### config.mk
export PLATFORM = sky130hd
export DESIGN_NAME = nor_cmd_host
export DESIGN_NICKNAME = d
export VERILOG_FILES = /design/src/nor_cmd_pkg.sv /design/src/bus_cycle_if.sv /design/src/nor_bus_cycle.sv /design/src/nor_cmd_host.sv
export SDC_FILE = /design/constraint.sdc
export NUM_CORES = 1
export LEC_CHECK = 0
export BUFFER_PORTS_ARGS = -buffer_cell sky130_fd_sc_hd__buf_4
export CORE_MARGIN = 2
export CORE_UTILIZATION = 40
export DETAILED_ROUTE_END_ITERATION = 16
export GPL_TIMING_DRIVEN = 0
export MAX_ROUTING_LAYER = met4
export SYNTH_ARGS = -nofsm -noshare
export SYNTH_HDL_FRONTEND = slang
export SYNTH_SLANG_ARGS = --single-unit
### constraint.sdc
create_clock -name clk_sys_in -period 3.6 [get_ports clk_sys_in]
set_input_delay 0.54 -clock clk_sys_in [delete_from_list [all_inputs] [get_ports clk_sys_in]]
set_output_delay 0.54 -clock clk_sys_in [all_outputs]
set_load 0.01 [all_outputs]
### src/nor_cmd_pkg.sv
// constants and types shared by the flash command sequencer
`default_nettype none
package nor_cmd_pkg;
  localparam int ADDR_W = 20;
  localparam int DATA_W = 16;
  localparam logic [ADDR_W-1:0] UNLOCK1_WORD = 20'h00555;
  localparam logic [ADDR_W-1:0] UNLOCK2_WORD = 20'h002AA;
  localparam logic [ADDR_W-1:0] UNLOCK1_BYTE = 20'h00AAA;
  localparam logic [ADDR_W-1:0] UNLOCK2_BYTE = 20'h00555;
  localparam logic [ADDR_W-1:0] QUERY_WORD = 20'h00055;
  localparam logic [ADDR_W-1:0] QUERY_BYTE = 20'h000AA;
  localparam logic [ADDR_W-1:0] ANY_ADDR = 20'h00000;
  localparam logic [ADDR_W-1:0] PROT_OFS_WORD = 20'h00002;
  localparam logic [ADDR_W-1:0] PROT_OFS_BYTE = 20'h00004;
  localparam int SECTOR_LSB = 12;
  localparam logic [7:0] D_UNLOCK1 = 8'hAA;
  localparam logic [7:0] D_UNLOCK2 = 8'h55;
  localparam logic [7:0] D_PROGRAM = 8'hA0;
  localparam logic [7:0] D_BYPASS = 8'h20;
  localparam logic [7:0] D_EXIT1 = 8'h90;
  localparam logic [7:0] D_EXIT2 = 8'h00;
  localparam logic [7:0] D_RESET = 8'hF0;
  localparam logic [7:0] D_ERASE_SETUP = 8'h80;
  localparam logic [7:0] D_CHIP_ERASE = 8'h10;
  localparam logic [7:0] D_SECTOR_ERASE = 8'h30;
  localparam logic [7:0] D_SUSPEND = 8'hB0;
  localparam logic [7:0] D_RESUME = 8'h30;
  localparam logic [7:0] D_ID_ENTER = 8'h88;
  localparam logic [7:0] D_QUERY = 8'h98;
  localparam logic [7:0] D_AUTOSELECT = 8'h90;
  // strobe phase timing in ns, rounded up to clk cycles: setup, low pulse, hold, read access
  localparam int SETUP_NS = 40;
  localparam int PULSE_NS = 80;
  localparam int HOLD_NS = 40;
  localparam int ACCESS_NS = 120;
  localparam int CLK_NS = 40;
  localparam int SETUP_CYC = (SETUP_NS + CLK_NS - 1) / CLK_NS;
  localparam int PULSE_CYC = (PULSE_NS + CLK_NS - 1) / CLK_NS;
  localparam int HOLD_CYC = (HOLD_NS + CLK_NS - 1) / CLK_NS;
  localparam int ACCESS_CYC = (ACCESS_NS + CLK_NS - 1) / CLK_NS;
  localparam int TMR_W = 4;
  typedef enum logic [3:0] {
    OP_READ, OP_RESET, OP_PROGRAM, OP_BYPASS_ENTER, OP_BYPASS_PROGRAM, OP_BYPASS_EXIT,
    OP_CHIP_ERASE, OP_SECTOR_ERASE, OP_SECTOR_ADD, OP_SUSPEND, OP_RESUME, OP_ID_ENTER,
    OP_ID_EXIT, OP_QUERY, OP_PROTECT_VERIFY
  } op_e;
endpackage : nor_cmd_pkg
`default_nettype wire

### src/bus_cycle_if.sv
// request/answer wires between the sequencer and its bus cycle engine
`default_nettype none
interface bus_cycle_if;
  import nor_cmd_pkg::*;
  logic start;
  logic is_write;
  logic [ADDR_W-1:0] addr;
  logic [DATA_W-1:0] wdata;
  logic done;
  logic [DATA_W-1:0] rdata;
  modport seq(output start, output is_write, output addr, output wdata,
              input done, input rdata);
  modport eng(input start, input is_write, input addr, input wdata,
              output done, output rdata);
endinterface : bus_cycle_if
`default_nettype wire

### src/nor_bus_cycle.sv
// one asynchronous read or write cycle on the flash pins
`default_nettype none
module nor_bus_cycle
  import nor_cmd_pkg::*;
(
  input wire logic clk_sys_in,
  input wire logic reset_in,
  bus_cycle_if.eng cyc,
  output logic [ADDR_W-1:0] addr_out,
  output logic ce_n_out,
  output logic we_n_out,
  output logic oe_n_out,
  output logic [DATA_W-1:0] dq_out,
  output logic dq_oe_out,
  input wire logic [DATA_W-1:0] dq_in
);
  import nor_cmd_pkg::*;
  typedef enum logic [2:0] {C_IDLE, C_SETUP, C_PULSE, C_HOLD, C_DONE} cyc_e;
  cyc_e st;
  logic [TMR_W-1:0] tmr;
  logic wr;
  // ======================================================
  // phase sequencing
  // address is stable before both strobes fall and data before both rise,
  // so the device's later-fall address latch and earlier-rise data latch
  // see settled values whichever strobe it keys on
  always_ff @(posedge clk_sys_in) begin
    if (reset_in) begin
      st <= C_IDLE;
      tmr <= '0;
      wr <= 1'b0;
    end else begin
      case (st)
        C_IDLE: if (cyc.start) begin
          st <= C_SETUP;
          wr <= cyc.is_write;
          tmr <= TMR_W'(SETUP_CYC);
        end
        C_SETUP: if (tmr <= TMR_W'(1)) begin
          st <= C_PULSE;
          tmr <= wr ? TMR_W'(PULSE_CYC) : TMR_W'(ACCESS_CYC);
        end else tmr <= tmr - TMR_W'(1);
        C_PULSE: if (tmr <= TMR_W'(1)) begin
          st <= C_HOLD;
          tmr <= TMR_W'(HOLD_CYC);
        end else tmr <= tmr - TMR_W'(1);
        C_HOLD: if (tmr <= TMR_W'(1)) st <= C_DONE;
          else tmr <= tmr - TMR_W'(1);
        C_DONE: st <= C_IDLE;
        default: st <= C_IDLE;
      endcase
    end
  end
  // ======================================================
  // pins, all from flops
  always_ff @(posedge clk_sys_in) begin
    if (reset_in) begin
      addr_out <= '0;
      dq_out <= '0;
      dq_oe_out <= 1'b0;
      ce_n_out <= 1'b1;
      we_n_out <= 1'b1;
      oe_n_out <= 1'b1;
      cyc.rdata <= '0;
    end else begin
      if (st == C_IDLE && cyc.start) begin
        addr_out <= cyc.addr;
        dq_out <= cyc.wdata;
        dq_oe_out <= cyc.is_write;
      end
      ce_n_out <= !(st == C_SETUP || st == C_PULSE);
      we_n_out <= !(wr && (st == C_SETUP || st == C_PULSE));
      oe_n_out <= !(!wr && (st == C_SETUP || st == C_PULSE));
      if (st == C_PULSE && !wr && tmr <= TMR_W'(1)) cyc.rdata <= dq_in;
      if (st == C_DONE) dq_oe_out <= 1'b0;
    end
  end
  assign cyc.done = (st == C_DONE);
endmodule : nor_bus_cycle
`default_nettype wire

### src/nor_cmd_host.sv
// host sequencer issuing command sequences to a parallel nor flash
`default_nettype none
// Summary of operation
// device latches address on later strobe fall
// device latches data on earlier strobe rise
// program: two unlocks, A0, then address/data
// sector chosen only by sector address bits
// all cycles write except read, ID fourth
// upper data byte ignored on command cycles
// upper address bits ignored except sector/program
// array reads need no command prefix
// reset returns from ID or timing error
// protect verify reads 00 or 01
// query only from array or ID mode
// bypass: enter with 20, program A0+data
// bypass exit 90 then 00, F0 too
// suspended erase allows reads, programs, ID
// suspend B0 only during sector erase
// resume 30 only while erase suspended
// extra sectors: one SA/30 write in time-out
// unlock addresses and data per bus width
// erase: six writes, 10 chip, 30 sector
// ID enter 88; exit unlock, 90, 00
// suspend takes effect within 35 us
// after resume, suspend accepted, resume ignored
module nor_cmd_host
  import nor_cmd_pkg::*;
(
  input wire logic clk_sys_in,
  input wire logic reset_in,
  input wire logic byte_mode_in,
  input wire logic req_valid_in,
  output logic req_ready_out,
  input wire nor_cmd_pkg::op_e req_op_in,
  input wire logic [nor_cmd_pkg::ADDR_W-1:0] req_addr_in,
  input wire logic [nor_cmd_pkg::DATA_W-1:0] req_data_in,
  output logic resp_valid_out,
  output logic [nor_cmd_pkg::DATA_W-1:0] resp_data_out,
  output logic req_refused_out,
  output logic bypass_mode_out,
  output logic id_mode_out,
  output logic erase_active_out,
  output logic erase_suspended_out,
  output logic [nor_cmd_pkg::ADDR_W-1:0] flash_addr_out,
  output logic flash_ce_n_out,
  output logic flash_we_n_out,
  output logic flash_oe_n_out,
  output logic [nor_cmd_pkg::DATA_W-1:0] flash_dq_out,
  output logic flash_dq_oe_out,
  input wire logic [nor_cmd_pkg::DATA_W-1:0] flash_dq_in
);
  import nor_cmd_pkg::*;
  localparam int MAXSTEP = 6;
  typedef enum logic [1:0] {H_IDLE, H_ISSUE, H_WAIT, H_RESP} host_e;
  host_e st;
  op_e op;
  logic [ADDR_W-1:0] tgt_addr;
  logic [DATA_W-1:0] tgt_data;
  logic [2:0] step;
  logic [2:0] nsteps;
  logic step_write;
  logic [ADDR_W-1:0] step_addr;
  logic [7:0] step_data;
  logic accept;
  logic legal;
  logic [ADDR_W-1:0] u1;
  logic [ADDR_W-1:0] u2;
  logic [ADDR_W-1:0] sec_addr;
  logic [ADDR_W-1:0] qry;
  logic [ADDR_W-1:0] prot_ofs;
  bus_cycle_if cyc();

  nor_bus_cycle u_cycle (
    .clk_sys_in(clk_sys_in),
    .reset_in(reset_in),
    .cyc(cyc),
    .addr_out(flash_addr_out),
    .ce_n_out(flash_ce_n_out),
    .we_n_out(flash_we_n_out),
    .oe_n_out(flash_oe_n_out),
    .dq_out(flash_dq_out),
    .dq_oe_out(flash_dq_oe_out),
    .dq_in(flash_dq_in)
  );

  // ======================================================
  // address selection per bus width
  assign u1 = byte_mode_in ? UNLOCK1_BYTE : UNLOCK1_WORD;
  assign u2 = byte_mode_in ? UNLOCK2_BYTE : UNLOCK2_WORD;
  assign qry = byte_mode_in ? QUERY_BYTE : QUERY_WORD;
  assign prot_ofs = byte_mode_in ? PROT_OFS_BYTE : PROT_OFS_WORD;
  // only the sector field survives; lower bits are zeroed
  assign sec_addr = {tgt_addr[ADDR_W-1:SECTOR_LSB], SECTOR_LSB'(0)};

  // ======================================================
  // legality of a request against the tracked device mode
  always_comb begin
    case (req_op_in)
      OP_READ: legal = 1'b1;
      OP_RESET: legal = !erase_active_out;
      OP_PROGRAM: legal = !bypass_mode_out && !erase_active_out;
      OP_BYPASS_ENTER: legal = !bypass_mode_out && !id_mode_out && !erase_active_out
                               && !erase_suspended_out;
      OP_BYPASS_PROGRAM, OP_BYPASS_EXIT: legal = bypass_mode_out;
      OP_CHIP_ERASE, OP_SECTOR_ERASE: legal = !bypass_mode_out && !id_mode_out
                               && !erase_active_out && !erase_suspended_out;
      OP_SECTOR_ADD: legal = erase_active_out;
      OP_SUSPEND: legal = erase_active_out;
      OP_RESUME: legal = erase_suspended_out && !id_mode_out;
      OP_ID_ENTER: legal = !bypass_mode_out && !erase_active_out && !id_mode_out;
      OP_ID_EXIT: legal = id_mode_out;
      OP_QUERY: legal = !bypass_mode_out && !erase_active_out;
      OP_PROTECT_VERIFY: legal = !bypass_mode_out && !erase_active_out;
      default: legal = 1'b0;
    endcase
  end
  assign req_ready_out = (st == H_IDLE);
  assign accept = req_valid_in && req_ready_out;

  // ======================================================
  // cycle list for the current op and step
  always_comb begin
    step_write = 1'b1;
    step_addr = ANY_ADDR;
    step_data = D_RESET;
    nsteps = 3'd1;
    case (op)
      OP_READ: begin
        step_write = 1'b0;
        step_addr = tgt_addr;
      end
      OP_RESET: step_data = D_RESET;
      OP_PROGRAM, OP_BYPASS_ENTER, OP_ID_ENTER, OP_ID_EXIT, OP_PROTECT_VERIFY,
      OP_CHIP_ERASE, OP_SECTOR_ERASE: begin
        nsteps = (op == OP_BYPASS_ENTER || op == OP_ID_ENTER) ? 3'd3 :
                 (op == OP_CHIP_ERASE || op == OP_SECTOR_ERASE) ? 3'(MAXSTEP) : 3'd4;
        case (step)
          3'd0: begin step_addr = u1; step_data = D_UNLOCK1; end
          3'd1: begin step_addr = u2; step_data = D_UNLOCK2; end
          3'd2: begin
            step_addr = u1;
            case (op)
              OP_PROGRAM: step_data = D_PROGRAM;
              OP_BYPASS_ENTER: step_data = D_BYPASS;
              OP_ID_ENTER: step_data = D_ID_ENTER;
              OP_ID_EXIT, OP_PROTECT_VERIFY: step_data = D_AUTOSELECT;
              default: step_data = D_ERASE_SETUP;
            endcase
          end
          3'd3: begin
            case (op)
              OP_PROGRAM: step_addr = tgt_addr;
              OP_ID_EXIT: step_data = D_EXIT2;
              OP_PROTECT_VERIFY: begin
                step_write = 1'b0;
                step_addr = sec_addr | prot_ofs;
              end
              default: begin step_addr = u1; step_data = D_UNLOCK1; end
            endcase
          end
          3'd4: begin step_addr = u2; step_data = D_UNLOCK2; end
          default: begin
            step_addr = (op == OP_SECTOR_ERASE) ? sec_addr : u1;
            step_data = (op == OP_SECTOR_ERASE) ? D_SECTOR_ERASE : D_CHIP_ERASE;
          end
        endcase
      end
      OP_BYPASS_PROGRAM, OP_BYPASS_EXIT: begin
        nsteps = 3'd2;
        if (step == 3'd0) step_data = (op == OP_BYPASS_PROGRAM) ? D_PROGRAM : D_EXIT1;
        else if (op == OP_BYPASS_PROGRAM) step_addr = tgt_addr;
        else step_data = D_EXIT2;
      end
      OP_SECTOR_ADD: begin
        step_addr = sec_addr;
        step_data = D_SECTOR_ERASE;
      end
      OP_SUSPEND: step_data = D_SUSPEND;
      OP_RESUME: step_data = D_RESUME;
      OP_QUERY: begin
        step_addr = qry;
        step_data = D_QUERY;
      end
      default: step_data = D_RESET;
    endcase
  end

  // the data cycle of a program carries the full word; command cycles
  // drive zeros on the upper byte since the device ignores it
  assign cyc.is_write = step_write;
  assign cyc.addr = step_addr;
  assign cyc.wdata = (step_write && step == nsteps - 3'd1 &&
                      (op == OP_PROGRAM || op == OP_BYPASS_PROGRAM)) ?
                     tgt_data : {8'h00, step_data};
  assign cyc.start = (st == H_ISSUE);

  // ======================================================
  // sequencer
  always_ff @(posedge clk_sys_in) begin
    if (reset_in) begin
      st <= H_IDLE;
      op <= OP_READ;
      step <= '0;
      tgt_addr <= '0;
      tgt_data <= '0;
    end else begin
      case (st)
        H_IDLE: if (accept && legal) begin
          st <= H_ISSUE;
          op <= req_op_in;
          tgt_addr <= req_addr_in;
          tgt_data <= req_data_in;
          step <= '0;
        end
        H_ISSUE: st <= H_WAIT;
        H_WAIT: if (cyc.done) begin
          if (step == nsteps - 3'd1) st <= H_RESP;
          else begin
            step <= step + 3'd1;
            st <= H_ISSUE;
          end
        end
        H_RESP: st <= H_IDLE;
        default: st <= H_IDLE;
      endcase
    end
  end

  // ======================================================
  // response and refusal
  always_ff @(posedge clk_sys_in) begin
    if (reset_in) begin
      resp_valid_out <= 1'b0;
      resp_data_out <= '0;
      req_refused_out <= 1'b0;
    end else begin
      resp_valid_out <= (st == H_WAIT) && cyc.done && (step == nsteps - 3'd1);
      if ((st == H_WAIT) && cyc.done && !step_write)
        resp_data_out <= cyc.rdata;
      req_refused_out <= accept && !legal;
    end
  end

  // ======================================================
  // tracked device mode; the device may need up to 35 us to halt, which
  // callers see by polling status reads, not by a wait here
  always_ff @(posedge clk_sys_in) begin
    if (reset_in) begin
      bypass_mode_out <= 1'b0;
      id_mode_out <= 1'b0;
      erase_active_out <= 1'b0;
      erase_suspended_out <= 1'b0;
    end else if (st == H_RESP) begin
      case (op)
        OP_BYPASS_ENTER: bypass_mode_out <= 1'b1;
        OP_BYPASS_EXIT: bypass_mode_out <= 1'b0;
        OP_SECTOR_ERASE: erase_active_out <= 1'b1;
        OP_SUSPEND: begin
          erase_active_out <= 1'b0;
          erase_suspended_out <= 1'b1;
        end
        OP_RESUME: begin
          erase_active_out <= 1'b1;
          erase_suspended_out <= 1'b0;
        end
        OP_ID_ENTER, OP_PROTECT_VERIFY: id_mode_out <= 1'b1;
        OP_ID_EXIT: id_mode_out <= 1'b0;
        OP_RESET: begin
          id_mode_out <= 1'b0;
          bypass_mode_out <= 1'b0;
        end
        default: id_mode_out <= id_mode_out;
      endcase
    end else if (accept && req_op_in == OP_READ && req_data_in[0]) begin
      // caller reports erase finished (status polled done) via data bit 0
      erase_active_out <= 1'b0;
    end
  end
endmodule : nor_cmd_host
`default_nettype wire

# [After elaboration in Yosys (flattened, before gate mapping)]
# Cells that the tools add are included.
[op_classes] n_eq_ne=49 mux=51 addsub=3 reduce_logical=72 magnitude_cmp=1 n_bitwise=1
[op_table] op="$pmux W20 S3" count=2
[op_table] op="$pmux W20 S5" count=1
[op_table] op="$pmux W8 S4" count=2
[op_table] op="$mux W20" count=3
[op_table] op="$eq A4 B4 Y1 const B" count=14
[op_table] op="$pmux W8 S5" count=1
[op_table] op="$eq A4 B3 Y1 const B" count=8
[op_table] op="$mux W3" count=9
[op_table] op="$reduce_or A2 Y1" count=13
[op_table] op="$mux W8" count=3
[op_table] op="$logic_and A1 B1 Y1" count=21
[op_table] op="$or A20 B3 Y20" count=1
[op_table] op="$eq A4 B2 Y1 const B" count=4
[op_table] op="$mux W16" count=1
[op_table] op="$mux W4" count=4
[op_table] op="$pmux W4 S4" count=1
[op_table] op="$pmux W8 S2" count=1
[op_table] op="$reduce_and A2 Y1" count=7
[op_table] op="$eq A3 B2 Y1 const B" count=4
[op_table] op="$mux W12" count=1
[op_table] op="$mux W6" count=2
[op_table] op="$pmux W3 S2" count=2
[op_table] op="$pmux W3 S4" count=1
[op_table] op="$mux W11" count=1
[op_table] op="other kinds (29)" count=70
[word_totals] register_bits=131 output_inout_bits=63

# [Depth between registers and ports, before layout]
[logic_depth] ltp_word=10 mapped_depth=13

# [Hierarchy]
# Synthesis repeated with hierarchy kept, for this count alone.
[unflattened] cells_unflattened=776 area_unflattened_um2=6372.4
[modules_own_cells] mod="nor_cmd_host" instances=1 area_per_inst_um2=3953.8 cells_per_inst=500
[modules_own_cells] mod="nor_bus_cycle" instances=1 area_per_inst_um2=2418.6 cells_per_inst=276

# [Least setup slack after synthesis]
# No wires, ideal clock.
[synth_path] path_type="reg2reg" startpoint="register op[2]" endpoint="register u_cycle.dq_out[5]" slack_ns=0.823 stages_incl_launch_ff=13 setup_time_ns=0.087 t_arrival_ns=2.690 cell_sequence="dfxtp_1 > clkbuf_1 > buf_2 > clkbuf_1 > a22oi_1 > ha_1 > xor2_1 > nor4_1 > a2111oi_4 > and2_1 > buf_6 > buf_12 > o31ai_1"
[synth_between] elab_chain_len=10 word_cells_on_any_way=41
[synth_lines] element="from (decl)" line_no="nor_cmd_host.sv:56" source="op_e op;"
[synth_lines] element="from (signal assigned)" line_no="nor_cmd_host.sv:210" source="op <= req_op_in;"
[synth_lines] element="$eq A4 B3 Y1, on equally long branches" line_no="nor_cmd_host.sv:127, nor_cmd_host.sv:136, nor_cmd_host.sv:164"
[synth_lines] element="$logic_or A1 B1 Y1" line_no="nor_cmd_host.sv:136" source="(op == OP_CHIP_ERASE || op == OP_SECTOR_ERASE) ? 3'(MAXSTEP) : 3'd4;"
[synth_lines] element="$mux W2" line_no="nor_cmd_host.sv:136"
[synth_lines] element="$mux W3" line_no="nor_cmd_host.sv:135" source="nsteps = (op == OP_BYPASS_ENTER || op == OP_ID_ENTER) ? 3'd3 :"
[synth_lines] element="$pmux W3 S2" line_no="nor_cmd_host.sv:127" source="case (op)"
[synth_lines] element="$sub A3 B1 Y3" line_no="nor_cmd_host.sv:192" source="assign cyc.wdata = (step_write && step == nsteps - 3'd1 &&"
[synth_lines] element="$eq A3 B3 Y1" line_no="nor_cmd_host.sv:192"
[synth_lines] element="$logic_and A1 B1 Y1 (2 in series)" line_no="nor_cmd_host.sv:192"
[synth_lines] element="$mux W16 (*)" line_no="nor_cmd_host.sv:193" source="(op == OP_PROGRAM || op == OP_BYPASS_PROGRAM)) ?"
[synth_lines] element="to (signal assigned)" line_no="nor_bus_cycle.sv:68" source="dq_out <= cyc.wdata;"
[synth_lines] element="to (decl)" line_no="nor_bus_cycle.sv:13" source="output logic [DATA_W-1:0] dq_out,"
# Every way passes the cells marked *; elsewhere a longest branch is shown, timed or not.
# A chain may end at the register's enable or synchronous reset.

# [Final worst setup path]
[layout_path] startpoint="register op[2]" endpoint="register u_cycle.dq_out[12]"
[layout_between] elab_chain_len=10 word_cells_on_any_way=26
[layout_lines] element="$eq A4 B3 Y1" line_no="nor_cmd_host.sv:127, nor_cmd_host.sv:136"
[layout_lines] element="$logic_or A1 B1 Y1" line_no="nor_cmd_host.sv:136"
[layout_lines] element="$mux W2" line_no="nor_cmd_host.sv:136"
[layout_lines] element="$mux W3" line_no="nor_cmd_host.sv:135"
[layout_lines] element="$pmux W3 S2" line_no="nor_cmd_host.sv:127"
[layout_lines] element="$sub A3 B1 Y3" line_no="nor_cmd_host.sv:192"
[layout_lines] element="$eq A3 B3 Y1" line_no="nor_cmd_host.sv:192"
[layout_lines] element="$logic_and A1 B1 Y1" line_no="nor_cmd_host.sv:192"
[layout_lines] element="$logic_and A1 B1 Y1 (*)" line_no="nor_cmd_host.sv:192"
[layout_lines] element="$mux W16 (*)" line_no="nor_cmd_host.sv:193"
# Marked as above.

==> impl_metrics.csv <==
group,metric,value,unit
critical_path,cp_num_buf_inv,5,
die,die_area,16650,um^2
global_routing,grt_pass1_vias,5800,
global_routing,grt_max_degree,17,
global_routing,grt_antenna_before_repair,0,
place,gp_congestion,0.9308,
sta,setup_slack,0.1965,ns
die,dieWidth,129.0,um
sta,slew_headroom,46.33,%
critical_path,crit_required,3.96,ns
sta,setup_viol,0,
global_routing,track_usage,23.67,%
min_path,min_path_type,"primary input to flip-flop",
place,dpl.hpwl,13680,um
critical_path,slowest_stage,"a2111oi_4",
synth,syn-instance-count,728,
run,drv_cap,0,
die,die_h,129.0,um
critical_path,arrival,3.76,ns
power_and_ir_drop,total_power,3.845,mW
sta,finalHoldViolCount,0,
cts,clock-root-buffer,"clkbuf_16",
synth,ys_seq_area_share,41.95,%
power_and_ir_drop,powerDensity,480.1,nW/um^2
place,place_ws,0.1155,ns
cts,cts_tree,"built",
synth,synth_area_leader_cell,"dfxtp_1",
synth,synthArstFlopShare,0,%
global_routing,overflow,0,
die,pin_count,123,
critical_path,cp_top_family,"buffers and inverters",
power_and_ir_drop,vdd_ir_drop_max,0.3264,mV
final_layout,final_cells,1091,
critical_path,worstPathCellList,"clkbuf_2, buf_2, clkbuf_1, a22oi_1, ha_1, xor2_1, o311a_1, a2111oi_4, and2_1, buf_6, buf_12, nand3_2, a21oi_2",
sta,whs,0.3426,ns
detailed_routing,first_pass_iters,5,
detailed_routing,wirelength,18420,um
final_layout,diodes,0,
synth,ys_warn_count,0,
cts,insertion_delay,0.43,ns
sta,rsz0062_at_grt,"no",
detailed_routing,viasPerCell,5.308,
critical_path,critical_path_class,"flip-flop to flip-flop",
sta,final.min_clock_period,3.404,ns
synth,syn_nets,798,
sta,timing.final.max_slew_violations,0,
sta,min_period_over_period,94.54,%
final_layout,nets,937,
die,rows,45,
cts,ctsHtreeMaxLevel,4,
sta,finClkSkew,0.01130,ns
synth,netlist_area,6252,um^2
critical_path,cp_slowest_stage_delay,0.52,ns
synth,synth_cell_type_count,70,
final_layout,final_util,52.49,%
global_routing,grt_pass1_wl,29710,um
power_and_ir_drop,leakagePower,3.451,nW
final_layout,post-route-cell-area,8009,um^2
sta,fmax,0.2938,GHz
critical_path,start_kind,"flip-flop",
synth,synth_edf_count,0,
die,core_area,15260,um^2
detailed_routing,via_count,5791,
cts,cts.path.max_buffers,2,
synth,ys_seq_elements,131,
detailed_routing,wl_per_cell,16.88,um
detailed_routing,dr.first_iter.drc_count,337,
synth,ys_top_cells_by_area,"dfxtp_1, mux2i_1, nor2_1, a21oi_1, nand2_1",
cts,ctsHoldBuffers,0,
synth,avgSynthCellArea,8.588,um^2
final_layout,drive_gt1_share,21.70,%
sta,final.setup.tns,0,ns
place,dpl.cell_count,1060,
cts,post_cts_buffers,0,
place,postPlaceCellArea,7425,um^2
synth,synth_flop_cell,"dfxtp_1",
place,portBuffers,121,
final_layout,syn2layout_area_growth,28.10,%
critical_path,cp-end-kind,"flip-flop",
detailed_routing,ant_nets,0,
cts,cts_made_buffers,17,
synth,yosysTopAreaCellShare,41.95,%
sta,worst_slew_pin_slew,0.7925,ns
detailed_routing,drc,0,
die,start_util,40.98,%
cts,cts_sinks,131,
status,outcome,"completed",
critical_path,crit_fanout,10,
cts,clk_pin_slew_worst_paths,0.06,ns
## report_power, final
part | leakage [nW] | total (mW) | internal, mW | switching, mW
clock network | 0.285 | 1.71 | 1.02 | 0.684
logic | 2.10 | 0.575 | 0.243 | 0.331
registers | 1.06 | 1.56 | 1.52 | 0.0469
## logic make-up (layout without fill, tap and decap cells)
logic type / Yosys count / after routing / synth area share, %
AO/OA/AOI/OAI: 176 / 176 / 19.09
XOR/XNOR: 5 / 5 / 0.7005
adder cells (fa/ha/maj): 10 / 10 / 2.001
buffers and inverters: 66 / 218 / 4.703
flip-flops: 131 / 131 / 41.95
multiplexers: 63 / 63 / 10.13
AND/OR/NAND/NOR: 277 / 277 / 21.43
## worst register-to-register path, cell delays in order (launching register included)
cell       delay [ns]
dfxtp_1          0.42
clkbuf_2         0.26
buf_2            0.30
clkbuf_1         0.37
a22oi_1          0.20
ha_1             0.23
xor2_1           0.16
o311a_1          0.16
a2111oi_4        0.52
and2_1           0.23
buf_6            0.14
buf_12           0.14
nand3_2          0.09
a21oi_2          0.14
## per-layer routing
metal  wire, um  track usage [%]  up-vias
met1       8484            30.17     2736
met5          0                -        -
met3        953            5.285       27
met4        324            8.120        0
li1           -                -     2853
met2       8654            37.25      175
## state kept, by name (all words and copies together) (netlist names), 2 cells and up
signal and flops:
u_cycle.addr_out 20, op 4, resp_data_out 16, u_cycle.dq_out 16, u_cycle.st 3, u_cycle.cyc.rdata 16, tgt_data 16, st 2
u_cycle.tmr 4, tgt_addr 20, step 3
## timing repair
action                                 CTS  global route
setup endpoints to repair                0            18
endpoints found under the hold margin    0             0
gates resized for setup                  0             2
## synth_stat cells (all sizes together), types with 3 or more instances
cell / count
nand2: 73
inv: 16
dfxtp: 131
or3b: 3
a211oi: 6
o211ai: 4
o21ai: 34
mux2i: 61
a21oi: 67
xnor2: 3
a21o: 7
buf: 16
a22oi: 7
a311oi: 3
a221oi: 8
nand3: 22
nor2: 95
and2: 12
nor4b: 3
ha: 10
nor4: 7
nand2b: 14
a32oi: 5
or3: 4
a22o: 8
o21a: 3
clkbuf: 34
nor3: 20
nor2b: 13
## cells in the final DEF, fill, tap and decap left out, types with 7 or more instances in the layout
master     instances
a21o_1             7
clkbuf_1          33
mux2i_1           61
nor2b_1           13
a221oi_1           8
ha_1              10
a21oi_2            7
nand2b_1          14
a22o_1             8
nand3_1           15
a21oi_1           60
dfxtp_1          131
buf_2              9
nor3_1            20
a22oi_1            7
buf_4            122
nor2_1            95
o21ai_0           33
nand3_2            7
clkbuf_16         17
and2_1            11
nand2_1           72
inv_1             15
## final cells by class
class	count	area [um^2]
Buffer	49	231.5
Clock buffer	21	470.5
Clock inverter	11	116.4
Fill cell	1481	7249
Inverter	16	60.06
Multi-Input combinational cell	531	3336
Sequential cell	131	2623
Tap cell	211	264.0
Timing Repair Buffer	121	908.4
## final timing paths
kind              cells after the start                          startpoint                         endpoint  slack, ns
setup / recovery                     13                  op[2]$_SDFFE_PP0P_  u_cycle.dq_out[12]$_SDFFE_PP0P_       0.20
hold / removal                        3                      req_data_in[9]         tgt_data[9]$_SDFFE_PP0P_       0.34
setup reg to reg                     13                  op[2]$_SDFFE_PP0P_  u_cycle.dq_out[12]$_SDFFE_PP0P_       0.20
hold reg to reg                       2  u_cycle.cyc.rdata[14]$_SDFFE_PP0P_   resp_data_out[14]$_SDFFE_PP0P_       0.45
Power figures use the tool's default switching activity.
